--- src/shared/cbt_pkg.sv ---
// Constants, register map and mode decode for the eight-lane bus transceiver.
// Assumes a 32-bit classic Wishbone register bus and a single core clock.
package cbt_pkg;

  // Lane count and bus widths
  localparam int CBT_LANES = 8;
  localparam int CBT_ADDR_W = 4;
  localparam int CBT_DATA_W = 32;

  // Synchroniser depth for pin inputs
  localparam int CBT_SYNC_STAGES = 3;

  // Register byte offsets
  localparam logic [CBT_ADDR_W-1:0] CBT_CTRL_OFS = 4'h0;
  localparam logic [CBT_ADDR_W-1:0] CBT_STATUS_OFS = 4'h4;

  // Control register field positions
  localparam int CBT_CTRL_AB_LO = 0;
  localparam int CBT_CTRL_AB_HI = 1;
  localparam int CBT_CTRL_BA_LO = 2;
  localparam int CBT_CTRL_BA_HI = 3;
  localparam int CBT_CTRL_RETURN = 4;
  localparam int CBT_CTRL_A_OE = 5;
  localparam int CBT_CTRL_B_OE = 6;
  localparam int CBT_CTRL_B_OE_N = 7;
  localparam int CBT_CTRL_W = 8;

  // Control reset: buffer modes, no return_path_select, both sides isolated
  localparam logic [CBT_CTRL_W-1:0] CBT_CTRL_RST = 8'h80;

  // Status register field positions
  localparam int CBT_ST_AB_POS = 0;
  localparam int CBT_ST_BA_POS = 8;
  localparam int CBT_ST_TTL_POS = 16;
  localparam int CBT_ST_BP_POS = 24;

  // Reset levels of synchronised pins and element stores: released backplane reads high
  localparam logic [CBT_LANES-1:0] CBT_TTL_IN_RST = 8'h00;
  localparam logic [CBT_LANES-1:0] CBT_BP_IN_RST = 8'hff;
  localparam logic [CBT_LANES-1:0] CBT_STORE_RST = 8'h00;

  // Logic element kinds
  typedef enum logic [1:0] {
    CBT_BUFFER,
    CBT_FLIPFLOP,
    CBT_LATCH
  } cbt_mode_t;

  // High-order select wins; low-order only splits buffer from flip-flop
  function automatic cbt_mode_t cbt_decode(input logic sel_hi, input logic sel_lo);
    if (sel_hi) begin
      return CBT_LATCH;
    end else if (sel_lo) begin
      return CBT_FLIPFLOP;
    end else begin
      return CBT_BUFFER;
    end
  endfunction

endpackage

--- src/cbt_transceiver.sv ---
// Eight-lane configurable bus transceiver with Wishbone control registers.
// Assumes the pins are asynchronous and the bus is classic Wishbone on core_clk.
//
// Overview of operation
// - Eight lanes: split TTL, shared backplane bit
// - Two select bits pick each element kind
// - Buffer mode outputs inverted input, unclocked
// - Flip-flop captures input on rise, outputs inverted
// - Latch transparent while clock high, else holds
// - Return select low: backplane feeds return element
// - Return select high: forward element feeds return
// - Return_path_select carries TTL input to TTL output
// - TTL outputs drive only when enabled
// - Backplane drives only with both enables right
// - Elements keep working while outputs disabled
//
// Implementation choices: the address map and the Wishbone slave port.
`timescale 1ns/100ps
`default_nettype none

module cbt_transceiver #(
  parameter int LANES = cbt_pkg::CBT_LANES
) (
  // Clock, reset, enable
  input wire logic core_clk,
  input wire logic rst,
  input wire logic clk_en,
  // Wishbone slave
  input wire logic wb_cyc,
  input wire logic wb_stb,
  input wire logic wb_we,
  input wire logic [cbt_pkg::CBT_ADDR_W-1:0] wb_adr,
  input wire logic [3:0] wb_sel,
  input wire logic [cbt_pkg::CBT_DATA_W-1:0] wb_dat_w,
  output logic [cbt_pkg::CBT_DATA_W-1:0] wb_dat_r,
  output logic wb_ack,
  // Direction clocks from pins
  input wire logic a_to_b_clock,
  input wire logic b_to_a_clock,
  // TTL side, split input and output
  input wire logic [LANES-1:0] ttl_in_bus,
  output logic [LANES-1:0] ttl_out_bus,
  output logic [LANES-1:0] ttl_out_oe_n,
  // Backplane side, open collector per lane
  input wire logic [LANES-1:0] bp_line_in,
  output logic [LANES-1:0] bp_line_out,
  output logic [LANES-1:0] bp_line_oe_n
);
  import cbt_pkg::*;

  // Control register and its fields
  logic [CBT_CTRL_W-1:0] ctrl_ff;
  logic a_to_b_sel_hi;
  logic a_to_b_sel_lo;
  logic b_to_a_sel_hi;
  logic b_to_a_sel_lo;
  logic return_path_select;
  logic a_output_enable;
  logic b_output_enable;
  logic b_output_enable_n;

  // Synchronised pins
  logic [1:0] clk_stable;
  logic [LANES-1:0] ttl_in_stable;
  logic [LANES-1:0] bp_in_stable;

  // Direction clock edge detection
  logic [1:0] clk_prev_ff;
  logic a_to_b_rise;
  logic b_to_a_rise;

  // Element data
  logic [LANES-1:0] fwd_stored;
  logic [LANES-1:0] ret_stored;
  logic [LANES-1:0] ret_source;
  logic [LANES-1:0] fwd_drive;
  logic [LANES-1:0] ret_drive;

  // Output registers
  logic [LANES-1:0] ttl_out_ff;
  logic [LANES-1:0] ttl_oe_n_ff;
  logic [LANES-1:0] bp_oe_n_ff;
  logic bp_active;

  // Bus slave state
  logic ack_ff;
  logic [CBT_DATA_W-1:0] rdata_ff;
  logic bus_req;
  logic hit_ctrl;
  logic hit_status;
  logic [CBT_DATA_W-1:0] status_word;

  // Field breakout of the control register
  assign a_to_b_sel_lo = ctrl_ff[CBT_CTRL_AB_LO];
  assign a_to_b_sel_hi = ctrl_ff[CBT_CTRL_AB_HI];
  assign b_to_a_sel_lo = ctrl_ff[CBT_CTRL_BA_LO];
  assign b_to_a_sel_hi = ctrl_ff[CBT_CTRL_BA_HI];
  assign return_path_select = ctrl_ff[CBT_CTRL_RETURN];
  assign a_output_enable = ctrl_ff[CBT_CTRL_A_OE];
  assign b_output_enable = ctrl_ff[CBT_CTRL_B_OE];
  assign b_output_enable_n = ctrl_ff[CBT_CTRL_B_OE_N];

  // Direction clocks pass the same filter as data so edges line up with samples
  cbt_sync #(
    .WIDTH(2),
    .RESET_VAL(2'h0)
  ) u_clk_sync (
    .core_clk(core_clk),
    .rst(rst),
    .clk_en(clk_en),
    .pin_async({b_to_a_clock, a_to_b_clock}),
    .pin_stable(clk_stable)
  );

  cbt_sync #(
    .WIDTH(LANES),
    .RESET_VAL(CBT_TTL_IN_RST)
  ) u_ttl_sync (
    .core_clk(core_clk),
    .rst(rst),
    .clk_en(clk_en),
    .pin_async(ttl_in_bus),
    .pin_stable(ttl_in_stable)
  );

  cbt_sync #(
    .WIDTH(LANES),
    .RESET_VAL(CBT_BP_IN_RST)
  ) u_bp_sync (
    .core_clk(core_clk),
    .rst(rst),
    .clk_en(clk_en),
    .pin_async(bp_line_in),
    .pin_stable(bp_in_stable)
  );

  // Previous filtered clock levels for rising edge detection
  always_ff @(posedge core_clk or posedge rst) begin
    if (rst) begin
      clk_prev_ff <= 2'h0;
    end else if (clk_en) begin
      clk_prev_ff <= clk_stable;
    end
  end

  assign a_to_b_rise = clk_stable[0] & ~clk_prev_ff[0];
  assign b_to_a_rise = clk_stable[1] & ~clk_prev_ff[1];

  cbt_element #(
    .WIDTH(LANES),
    .RESET_VAL(CBT_STORE_RST)
  ) u_fwd_elem (
    .core_clk(core_clk),
    .rst(rst),
    .clk_en(clk_en),
    .sel_hi(a_to_b_sel_hi),
    .sel_lo(a_to_b_sel_lo),
    .dir_clk_level(clk_stable[0]),
    .dir_clk_rise(a_to_b_rise),
    .data_in(ttl_in_stable),
    .stored(fwd_stored)
  );

  assign ret_source = return_path_select ? fwd_stored : bp_in_stable;

  cbt_element #(
    .WIDTH(LANES),
    .RESET_VAL(CBT_STORE_RST)
  ) u_ret_elem (
    .core_clk(core_clk),
    .rst(rst),
    .clk_en(clk_en),
    .sel_hi(b_to_a_sel_hi),
    .sel_lo(b_to_a_sel_lo),
    .dir_clk_level(clk_stable[1]),
    .dir_clk_rise(b_to_a_rise),
    .data_in(ret_source),
    .stored(ret_stored)
  );

  // Final inversion of each element toward its pins
  // inverted element output
  assign fwd_drive = ~fwd_stored;
  assign ret_drive = ~ret_stored;

  assign bp_active = b_output_enable & ~b_output_enable_n;

  // TTL output data always tracks the element, so enabling shows fresh data
  // return_path_select reaches TTL output
  always_ff @(posedge core_clk or posedge rst) begin
    if (rst) begin
      ttl_out_ff <= '0;
    end else if (clk_en) begin
      ttl_out_ff <= ret_drive;
    end
  end

  always_ff @(posedge core_clk or posedge rst) begin
    if (rst) begin
      ttl_oe_n_ff <= '1;
    end else if (clk_en) begin
      ttl_oe_n_ff <= {LANES{~a_output_enable}};
    end
  end

  // Open collector: a one is never driven, the pull-up supplies it
  // pull low on zero
  always_ff @(posedge core_clk or posedge rst) begin
    if (rst) begin
      bp_oe_n_ff <= '1;
    end else if (clk_en) begin
      bp_oe_n_ff <= ~({LANES{bp_active}} & ~fwd_drive);
    end
  end

  assign ttl_out_bus = ttl_out_ff;
  assign ttl_out_oe_n = ttl_oe_n_ff;
  assign bp_line_out = '0;
  assign bp_line_oe_n = bp_oe_n_ff;

  // Bus decode; the top bits of the address select nothing else
  assign bus_req = wb_cyc & wb_stb & ~ack_ff;
  assign hit_ctrl = (wb_adr == CBT_CTRL_OFS);
  assign hit_status = (wb_adr == CBT_STATUS_OFS);

  // Status gives software a view of both stores and the filtered pins
  always_comb begin
    status_word = '0;
    status_word[CBT_ST_AB_POS +: LANES] = fwd_stored;
    status_word[CBT_ST_BA_POS +: LANES] = ret_stored;
    status_word[CBT_ST_TTL_POS +: LANES] = ttl_in_stable;
    status_word[CBT_ST_BP_POS +: LANES] = bp_in_stable;
  end

  // Control write on lane zero; a write to status or an unmapped word is dropped
  always_ff @(posedge core_clk or posedge rst) begin
    if (rst) begin
      ctrl_ff <= CBT_CTRL_RST;
    end else if (clk_en) begin
      if (bus_req && wb_we && hit_ctrl && wb_sel[0]) begin
        ctrl_ff <= wb_dat_w[CBT_CTRL_W-1:0];
      end
    end
  end

  // One wait state, ack for one cycle; unmapped reads return zero
  always_ff @(posedge core_clk or posedge rst) begin
    if (rst) begin
      ack_ff <= 1'b0;
    end else if (clk_en) begin
      ack_ff <= bus_req;
    end
  end

  // Read data latched with a read request, held until the next read request
  always_ff @(posedge core_clk or posedge rst) begin
    if (rst) begin
      rdata_ff <= '0;
    end else if (clk_en) begin
      if (bus_req && !wb_we) begin
        if (hit_ctrl) begin
          rdata_ff <= {{(CBT_DATA_W-CBT_CTRL_W){1'b0}}, ctrl_ff};
        end else if (hit_status) begin
          rdata_ff <= status_word;
        end else begin
          rdata_ff <= '0;
        end
      end
    end
  end

  assign wb_ack = ack_ff;
  assign wb_dat_r = rdata_ff;

endmodule // cbt_transceiver

`default_nettype wire

--- src/cbt_sync.sv ---
// Three-stage pin synchroniser with agreement filter.
// Assumes its inputs are asynchronous to core_clk.
`timescale 1ns/100ps
`default_nettype none

module cbt_sync #(
  parameter int WIDTH = 8,
  parameter logic [WIDTH-1:0] RESET_VAL = '0
) (
  // Clock, reset, enable
  input wire logic core_clk,
  input wire logic rst,
  input wire logic clk_en,
  // Pin side
  input wire logic [WIDTH-1:0] pin_async,
  // Core side
  output logic [WIDTH-1:0] pin_stable
);

  logic [WIDTH-1:0] meta_ff;
  logic [WIDTH-1:0] s2_ff;
  logic [WIDTH-1:0] s3_ff;
  logic [WIDTH-1:0] stable_ff;

  // Shift chain; the first stage feeds only the second
  always_ff @(posedge core_clk or posedge rst) begin
    if (rst) begin
      meta_ff <= RESET_VAL;
      s2_ff <= RESET_VAL;
      s3_ff <= RESET_VAL;
    end else if (clk_en) begin
      meta_ff <= pin_async;
      s2_ff <= meta_ff;
      s3_ff <= s2_ff;
    end
  end

  // A bit changes only once stages two and three agree, filtering a one-cycle glitch
  always_ff @(posedge core_clk or posedge rst) begin
    if (rst) begin
      stable_ff <= RESET_VAL;
    end else if (clk_en) begin
      for (int i = 0; i < WIDTH; i++) begin
        if (s2_ff[i] == s3_ff[i]) begin
          stable_ff[i] <= s3_ff[i];
        end
      end
    end
  end

  assign pin_stable = stable_ff;

endmodule // cbt_sync

`default_nettype wire

--- src/cbt_element.sv ---
// One direction's selectable logic element: buffer, edge flip-flop or latch.
// Holds true (non-inverted) data; the caller inverts toward the pins.
`timescale 1ns/100ps
`default_nettype none

module cbt_element #(
  parameter int WIDTH = 8,
  parameter logic [WIDTH-1:0] RESET_VAL = '0
) (
  // Clock, reset, enable
  input wire logic core_clk,
  input wire logic rst,
  input wire logic clk_en,
  // Mode select pair
  input wire logic sel_hi,
  input wire logic sel_lo,
  // Direction clock, already synchronised
  input wire logic dir_clk_level,
  input wire logic dir_clk_rise,
  // Data
  input wire logic [WIDTH-1:0] data_in,
  output logic [WIDTH-1:0] stored
);
  import cbt_pkg::*;

  cbt_mode_t mode;
  logic [WIDTH-1:0] store_ff;

  assign mode = cbt_decode(sel_hi, sel_lo);

  // Runs whatever the output enables say, so data can be loaded while isolated
  always_ff @(posedge core_clk or posedge rst) begin
    if (rst) begin
      store_ff <= RESET_VAL;
    end else if (clk_en) begin
      unique case (mode)
        CBT_BUFFER: begin
          store_ff <= data_in;
        end
        CBT_FLIPFLOP: begin
          if (dir_clk_rise) begin
            store_ff <= data_in;
          end
        end
        CBT_LATCH: begin
          if (dir_clk_level) begin
            store_ff <= data_in;
          end
        end
      endcase
    end
  end

  assign stored = store_ff;

endmodule // cbt_element

`default_nettype wire

--- config.mk ---
export PLATFORM = sky130hd
export DESIGN_NAME = cbt_transceiver
export DESIGN_NICKNAME = d
export VERILOG_FILES = /design/src/shared/cbt_pkg.sv /design/src/cbt_transceiver.sv /design/src/cbt_sync.sv /design/src/cbt_element.sv
export SDC_FILE = /design/constraint.sdc
export NUM_CORES = 1
export LEC_CHECK = 0
export ABC_CLOCK_PERIOD_IN_PS = 5350
export BUFFER_PORTS_ARGS = -buffer_cell sky130_fd_sc_hd__buf_2
export CAP_MARGIN = 10
export CORE_MARGIN = 1.5
export CORE_UTILIZATION = 54
export CTS_CLUSTER_SIZE = 20
export DETAILED_ROUTE_END_ITERATION = 7
export PLACE_DENSITY = 0.79
export SLEW_MARGIN = 20
export SYNTH_ARGS = -nofsm -noshare
export SYNTH_HDL_FRONTEND = slang
export SYNTH_SLANG_ARGS = --single-unit
--- constraint.sdc ---
create_clock -name core_clk -period 5.35 [get_ports core_clk]
set_input_delay 1.07 -clock core_clk [delete_from_list [all_inputs] [get_ports core_clk]]
set_output_delay 1.07 -clock core_clk [all_outputs]
set_load 0.01 [all_outputs]
==> impl_metrics.json, run 1 <==
{
  "ys_async_sr_fraction_pct": 100,
  "dp_hpwl_um": 8000,
  "grtUsageTotal_pct": 21.8,
  "drtPass1Iterations": 4,
  "timing.critical_path.required_ps": 5710,
  "yosys_warnings": 0,
  "actual_slew_at_the_worst_max_slew_pin_ps": 953,
  "route.vias.total": 3997,
  "report.final.setup_viol": 0,
  "worst_setup_path_startpoint": "clk_en",
  "post-cts-setup-buffer-count": 0,
  "dr.first_iter.drc_count": 214,
  "antenna-diode-count": 0,
  "core_region_area_um2": 10900,
  "layout_area_growth_over_synthesis_pct": 17.9,
  "count_leader_synth": "dfrtp_1",
  "timing.hold.worst.start": "ctrl_ff[5]",
  "grt_pass1_vias": 3861,
  "area_of_the_die_um2": 11900,
  "yosysSeqAreaShare_pct": 62.0,
  "final_net_count": 643,
  "cp_slowest_cell": "or2_2",
  "maximum_number_of_pins_on_one_net_before_global_route_repair": 98,
  "io_buffer_count": 93,
  "drt-vias-per-instance": 5.46,
  "fin_crit_sh_pct": 49.1,
  "grt_antenna_before_repair": 0,
  "place_congestion": 0.766,
  "post_cts.resized_instances": 0,
  "detail_route.wl_per_cell_um": 16.4,
  "cts_hold_buffers": 0,
  "worstPathCellList": "buf_4, nand4b_1, or2_2, nand2_1, o21ai_0",
  "finalPower_mw": 3.05,
  "tns_ps": 0,
  "final-max-slew-violation-count": 0,
  "ff2ff_path_depth": 4,
  "clock_latency_ps": 540,
  "critPathMaxStageDelay_ps": 750,
  "min_delay_worst_endpoint": "ttl_out_oe_n[0]",
  "synth.cell_area_um2": 6060,
  "io_pins": 129,
  "netlist_top_cells_area": "dfrtp_1 44%, dfstp_2 18%, mux2_2 16%",
  "synth_seq_cells": 148,
  "cell_accounting_for_the_most_synthesized_area": "dfrtp_1",
  "num_rows": 38,
  "critPathCaptureType": "register",
  "final_cells": 732,
  "post-route-util_pct": 65.6,
  "placed_cells": 700,
  "timing.setup.critical_path_class": "input pin to register",
  "worst_hold_path.num_cells": 1,
  "route.detailed.drc": 0,
  "worst_clock_skew_ps": 12.7,
  "cts.root.buffer_cell": "clkbuf_8",
  "worst_r2r_endpoint": "wb_dat_r[15]",
  "slew_headroom_pct": 36.4,
  "run_status": "finished clean",
  "power_density_nw_per_um2": 426,
  "postRouteAntennaNets": 0,
  "syn_avg_cell_area_um2": 12.1,
  "critical_path_peak_fanout": 64,
  "clock.fmax_mhz": 381,
  "die_w_um": 109,
  "tritoncts_buffers": 17,
  "synth_top_cell_area_share_pct": 43.8,
  "post-route-cell-area_um2": 7140,
  "die_height_um": 109,
  "clock_sinks": 148,
  "crit_path_start_kind": "input pin",
  "max_h_tree_level": 4,
  "global_route_wire_length_before_repair_um": 19200,
  "synth-edff-count": 0,
  "maxCapViolCount": 0,
  "finalCriticalPeriod_ps": 2630,
  "post_route_cells_drive_above_1_share_pct": 44.3,
  "grt-ovfl-total": 0,
  "routed_wl_um": 12000,
  "post_dp_cell_area_um2": 6550,
  "worstPathArrival_ps": 2980,
  "cts.reportedPaths.clkPinSlew_ps": 70,
  "syn-instance-count": 500,
  "power.ir.vdd_worst_v": 0.000191,
  "regToRegSetupSlack_ps": 3340,
  "finalHoldViolCount": 0,
  "hold_path.class": "register to register",
  "cts-root-to-sink-buffers": 2,
  "rsz0062_at_grt": "no",
  "initial_utilization_pct": 55.7,
  "leakage_nw": 3.21,
  "synth_commonest_cells": "106 x dfrtp_1, 88 x mux2_2, 57 x nand2_1",
  "tritoncts_clock_tree": "yes",
  "synth.distinct_cells": 23,
  "regToRegStartpoint": "wb_ack",
  "synth_flop_cell": "dfrtp_1"
}
## cells in the final DEF, fill, tap and decap left out, types with 2 or more instances in the layout
master / netlist / final
a21oi_1: 46 / 46
a22oi_1: 8 / 8
a31oi_1: 8 / 8
buf_2: 1 / 92
buf_4: 15 / 4
bufinv_16: 0 / 2
clkbuf_16: 0 / 17
clkbuf_8: 0 / 2
clkinv_4: 0 / 2
conb_1: 1 / 8
dfrtp_1: 106 / 106
dfstp_2: 42 / 42
inv_1: 3 / 2
inv_6: 0 / 6
mux2_2: 88 / 88
nand2_1: 57 / 57
nand2b_1: 20 / 20
nor2_1: 36 / 36
nor2b_1: 3 / 3
o21ai_0: 33 / 33
## report_power, final
group | switching (mW) | internal (mW) | leakage [nW]
Combinational | 0.173 | 0.190 | 1.12
Sequential | 0.170 | 1.33 | 1.79
Clock | 0.470 | 0.712 | 0.293
## metal layers
layer / routed length [um] / vias up / track usage [%] / part of all wire (%)
li1: - / 1853 / - / -
met1: 5310 / 1995 / 28.9 / 44
met2: 5880 / 134 / 34.2 / 49
met3: 661 / 15 / 6.75 / 5.5
met4: 167 / 0 / 7.14 / 1.4
met5: 0 / - / 0 / 0
## worst max path at each step
| stage | endpoint | slack, ps | cells after the start |
|---|---|---|---|
| finish | wb_dat_r[15] | 2720 | 5 |
| global route | wb_dat_r[15] | 2520 | 5 |
| CTS | wb_dat_r[15] | 2740 | 5 |
| detailed placement | wb_dat_r[13] | 2220 | 5 |
| global placement | wb_dat_r[14] | 2280 | 5 |
| floorplan | clk_prev_ff[0] | 370 | 1 |
## registers in the layout (all words and copies together), names as in the netlist
name / flops
wb_dat_r: 32
bp_line_oe_n: 8
ctrl_ff: 8
ttl_out_bus: 8
u_bp_sync.meta_ff: 8
u_bp_sync.pin_stable: 8
u_bp_sync.s2_ff: 8
u_bp_sync.s3_ff: 8
u_fwd_elem.stored: 8
u_ret_elem.stored: 8
u_ttl_sync.meta_ff: 8
u_ttl_sync.pin_stable: 8
u_ttl_sync.s2_ff: 8
u_ttl_sync.s3_ff: 8
clk_prev_ff: 2
u_clk_sync.meta_ff: 2
u_clk_sync.pin_stable: 2
u_clk_sync.s2_ff: 2
u_clk_sync.s3_ff: 2
ttl_out_oe_n: 1
wb_ack: 1
## cell type report
type	count	area, um^2
Fill cell	812	3740
Tap cell	140	175
Multi-Input combinational cell	313	2110
Timing Repair Buffer	96	490
Clock buffer	20	457
Sequential cell	148	3760
Clock inverter	12	140
Inverter	3	16.3
## worst max-delay path, delay by kind of cell
family / cells / cell delay (ps)
buf+inv: 1 / 440
compound gates: 1 / 130
simple gates: 3 / 1330
## kinds of logic after synthesis
| group | Yosys count | share of synthesized area [%] |
|---|---|---|
| compound gates | 95 | 8.34 |
| buf+inv | 46 | 3.80 |
| flops | 148 | 62.0 |
| mux | 89 | 16.5 |
| other cells | 1 | 0.0619 |
| simple gates | 121 | 9.29 |
## per-stage QoR
stage,hold slack [ps],setup WS [ps]
final,464,2720
after global routing,477,2520
after CTS,457,2740
after detailed placement,453,2220
after global placement,425,2280
after floorplan,406,370
Power figures use the tool's default switching activity.
==> run 2, diff against run 1 <==
--- a/config.mk
+++ b/config.mk
@@ -5,14 +5,15 @@
 export SDC_FILE = /design/constraint.sdc
 export NUM_CORES = 1
 export LEC_CHECK = 0
-export ABC_CLOCK_PERIOD_IN_PS = 5350
+export ABC_AREA = 1
+export ABC_CLOCK_PERIOD_IN_PS = 2300
 export BUFFER_PORTS_ARGS = -buffer_cell sky130_fd_sc_hd__buf_2
 export CAP_MARGIN = 10
 export CORE_MARGIN = 1.5
-export CORE_UTILIZATION = 54
+export CORE_UTILIZATION = 49
 export CTS_CLUSTER_SIZE = 20
 export DETAILED_ROUTE_END_ITERATION = 7
-export PLACE_DENSITY = 0.79
+export PLACE_DENSITY = 0.75
 export SLEW_MARGIN = 20
 export SYNTH_ARGS = -nofsm -noshare
 export SYNTH_HDL_FRONTEND = slang
==> constraint.sdc (replaced) <==
create_clock -name core_clk -period 2.3 [get_ports core_clk]
set_input_delay 0.46 -clock core_clk [delete_from_list [all_inputs] [get_ports core_clk]]
set_output_delay 0.46 -clock core_clk [all_outputs]
set_load 0.01 [all_outputs]
==> impl_metrics.json, run 2 <==
{
  "die_w_um": 116,
  "fin_crit_sh_pct": 70.5,
  "comb_power_share_pct": 9.8,
  "critical-path-top-delay-family": "flip-flops",
  "cell_accounting_for_the_most_synthesized_area": "dfrtp_1",
  "tritoncts_clock_tree": "yes",
  "grt_antenna_before_repair": 0,
  "dr.first_iter.drc_count": 385,
  "slew_headroom_pct": 58.9,
  "critical_path_peak_fanout": 9,
  "cp_slowest_cell": "dfstp_2",
  "place_congestion": 0.852,
  "maxCapViolCount": 0,
  "worstPathArrival_ps": 1160,
  "yosys_warnings": 0,
  "actual_slew_at_the_worst_max_slew_pin_ps": 615,
  "cts.reportedPaths.clkPinSlew_ps": 60,
  "power.ir.vdd_worst_v": 0.000489,
  "cts_hold_buffers": 0,
  "tritoncts_buffers": 17,
  "post-cts-setup-buffer-count": 0,
  "leading_cell_type_in_the_layout_fill_and_taps_excluded": "nand2_1",
  "ys_async_sr_fraction_pct": 100,
  "grt_pass1_vias": 4727,
  "finalHoldViolCount": 0,
  "synth.distinct_cells": 26,
  "post-route-cell-area_um2": 7350,
  "core_region_area_um2": 12600,
  "run_status": "finished clean",
  "clock.fmax_mhz": 617,
  "final-max-slew-violation-count": 0,
  "leakage_nw": 3.72,
  "crit_path_start_kind": "register",
  "io_pins": 129,
  "route.vias.total": 5012,
  "maximum_number_of_pins_on_one_net_before_global_route_repair": 63,
  "seq_power_share_pct": 49.8,
  "mostFrequentLayoutCells": "273 x nand2_1, 106 x dfrtp_1, 93 x buf_2",
  "route.detailed.drc": 0,
  "critPathMaxStageDelay_ps": 580,
  "count_leader_synth": "nand2_1",
  "power_density_nw_per_um2": 868,
  "worst_clock_skew_ps": 8.04,
  "multi_input_comb_area_um2": 2120,
  "critPathCaptureType": "primary output",
  "power.clock.fraction_pct": 40.4,
  "num-fill-cells": 1099,
  "post_route_cells_drive_above_1_share_pct": 24.6,
  "synth_flop_cell": "dfrtp_1",
  "detail_route.wl_per_cell_um": 14.4,
  "post_dp_cell_area_um2": 6810,
  "final_net_count": 848,
  "clock_latency_ps": 430,
  "grt-ovfl-total": 0,
  "postRouteAntennaNets": 0,
  "report.final.setup_viol": 0,
  "cp.buffers_inverters": 1,
  "post_cts.resized_instances": 0,
  "synth_seq_cells": 148,
  "layout_area_growth_over_synthesis_pct": 16.7,
  "tns_ps": 0,
  "netlist_top_cells_area": "dfrtp_1 42%, dfstp_2 18%, nand2_1 16%",
  "num_rows": 41,
  "cts.root.buffer_cell": "clkbuf_16",
  "worstPathCellList": "buf_2",
  "rsz0062_at_grt": "no",
  "drt-vias-per-instance": 5.17,
  "clock_sinks": 148,
  "power_switching_share_pct": 26.7,
  "antenna-diode-count": 0,
  "grtUsageTotal_pct": 22.6,
  "area_of_the_die_um2": 13500,
  "routed_wl_um": 14000,
  "timing.setup.critical_path_class": "register to primary output",
  "global_route_wire_length_before_repair_um": 23100,
  "power.switching_mw": 1.70,
  "io_buffer_count": 93,
  "die_height_um": 116,
  "timing.critical_path.required_ps": 1840,
  "drtPass1Iterations": 4,
  "dp_hpwl_um": 9640,
  "synth.cell_area_um2": 6300,
  "synth_commonest_cells": "273 x nand2_1, 106 x dfrtp_1, 56 x nand3_1",
  "initial_utilization_pct": 50.1,
  "synth-edff-count": 0,
  "largest_reg_flops": 32,
  "max_h_tree_level": 4,
  "p_int_mw": 4.68,
  "syn_avg_cell_area_um2": 8.95,
  "syn-instance-count": 704,
  "cts-root-to-sink-buffers": 2,
  "synth_top_cell_area_share_pct": 42.1,
  "yosysSeqAreaShare_pct": 59.6,
  "sequential_cell_area_um2": 3760,
  "hold_path.class": "input pin to async pin",
  "finalCriticalPeriod_ps": 1620
}
## run 2: cell families (layout without fill, tap and decap cells)
| logic type | Yosys count | in the layout | synth area share (%) |
|---|---|---|---|
| AND/OR/NAND/NOR | 372 | 372 | 24.1 |
| flip-flops | 148 | 148 | 59.6 |
| AO/OA/AOI/OAI | 97 | 97 | 8.98 |
| buffers and inverters | 86 | 172 | 7.19 |
| other | 1 | 8 | 0.0595 |
## run 2: worst paths after layout
path	slack, ps	endpoint	depth (start not counted)	from
max	680	ttl_out_oe_n[4]	1	ttl_out_oe_n[0]
min	110	ctrl_ff[6]	2	rst
max reg2reg	860	wb_dat_r[12]	7	wb_ack
min reg2reg	460	u_bp_sync.meta_ff[1]	2	u_bp_sync.meta_ff[1]
min in group core_clk	230	u_bp_sync.meta_ff[0]	3	bp_line_in[0]
max in group asynchronous	1460	ctrl_ff[7]	3	rst
## run 2: final cells by class
type | count | share of cell area (%)
multi-input cells | 477 | 28.8
well taps | 172 | 2.93
clock buffers | 22 | 6.31
flip-flops and latches | 148 | 51.1
inverters | 35 | 1.84
repair buffers | 105 | 7.90
clock inverters | 10 | 1.12
## run 2: power by group through the flow
| stage | sequential, mW | combinational [mW] | clock [mW] |
|---|---|---|---|
| finish | 3.18 | 0.628 | 2.58 |
| global route | 3.21 | 0.736 | 2.72 |
| CTS | 3.17 | 0.639 | 2.61 |
| detailed placement | 3.21 | 0.634 | 0 |
| global placement | 3.20 | 0.603 | 0 |
| floorplan | 3.13 | 0.461 | 0 |
## run 2: through the flow
stage / std cells / hold slack [ps] / utilization (%) / setup WS [ps] / total power, mW
after global routing: 969 / 152 / 58.5 / 630 / 6.66
final: 969 / 108 / 58.5 / 678 / 6.38
after CTS: 969 / 124 / 58.5 / 667 / 6.42
after detailed placement: 937 / 455 / 54.1 / 658 / 3.85
after floorplan: 711 / 427 / - / 13.3 / 3.59
after global placement: 937 / 453 / 54.1 / 700 / 3.80
## run 2: metal layers
metal	up-vias	part of all wire (%)	GRT usage, %
met5	-	0	0
met4	0	2.1	11.0
met3	24	5.8	5.29
met2	142	47	35.3
met1	2431	45	29.9
li1	2415	-	-
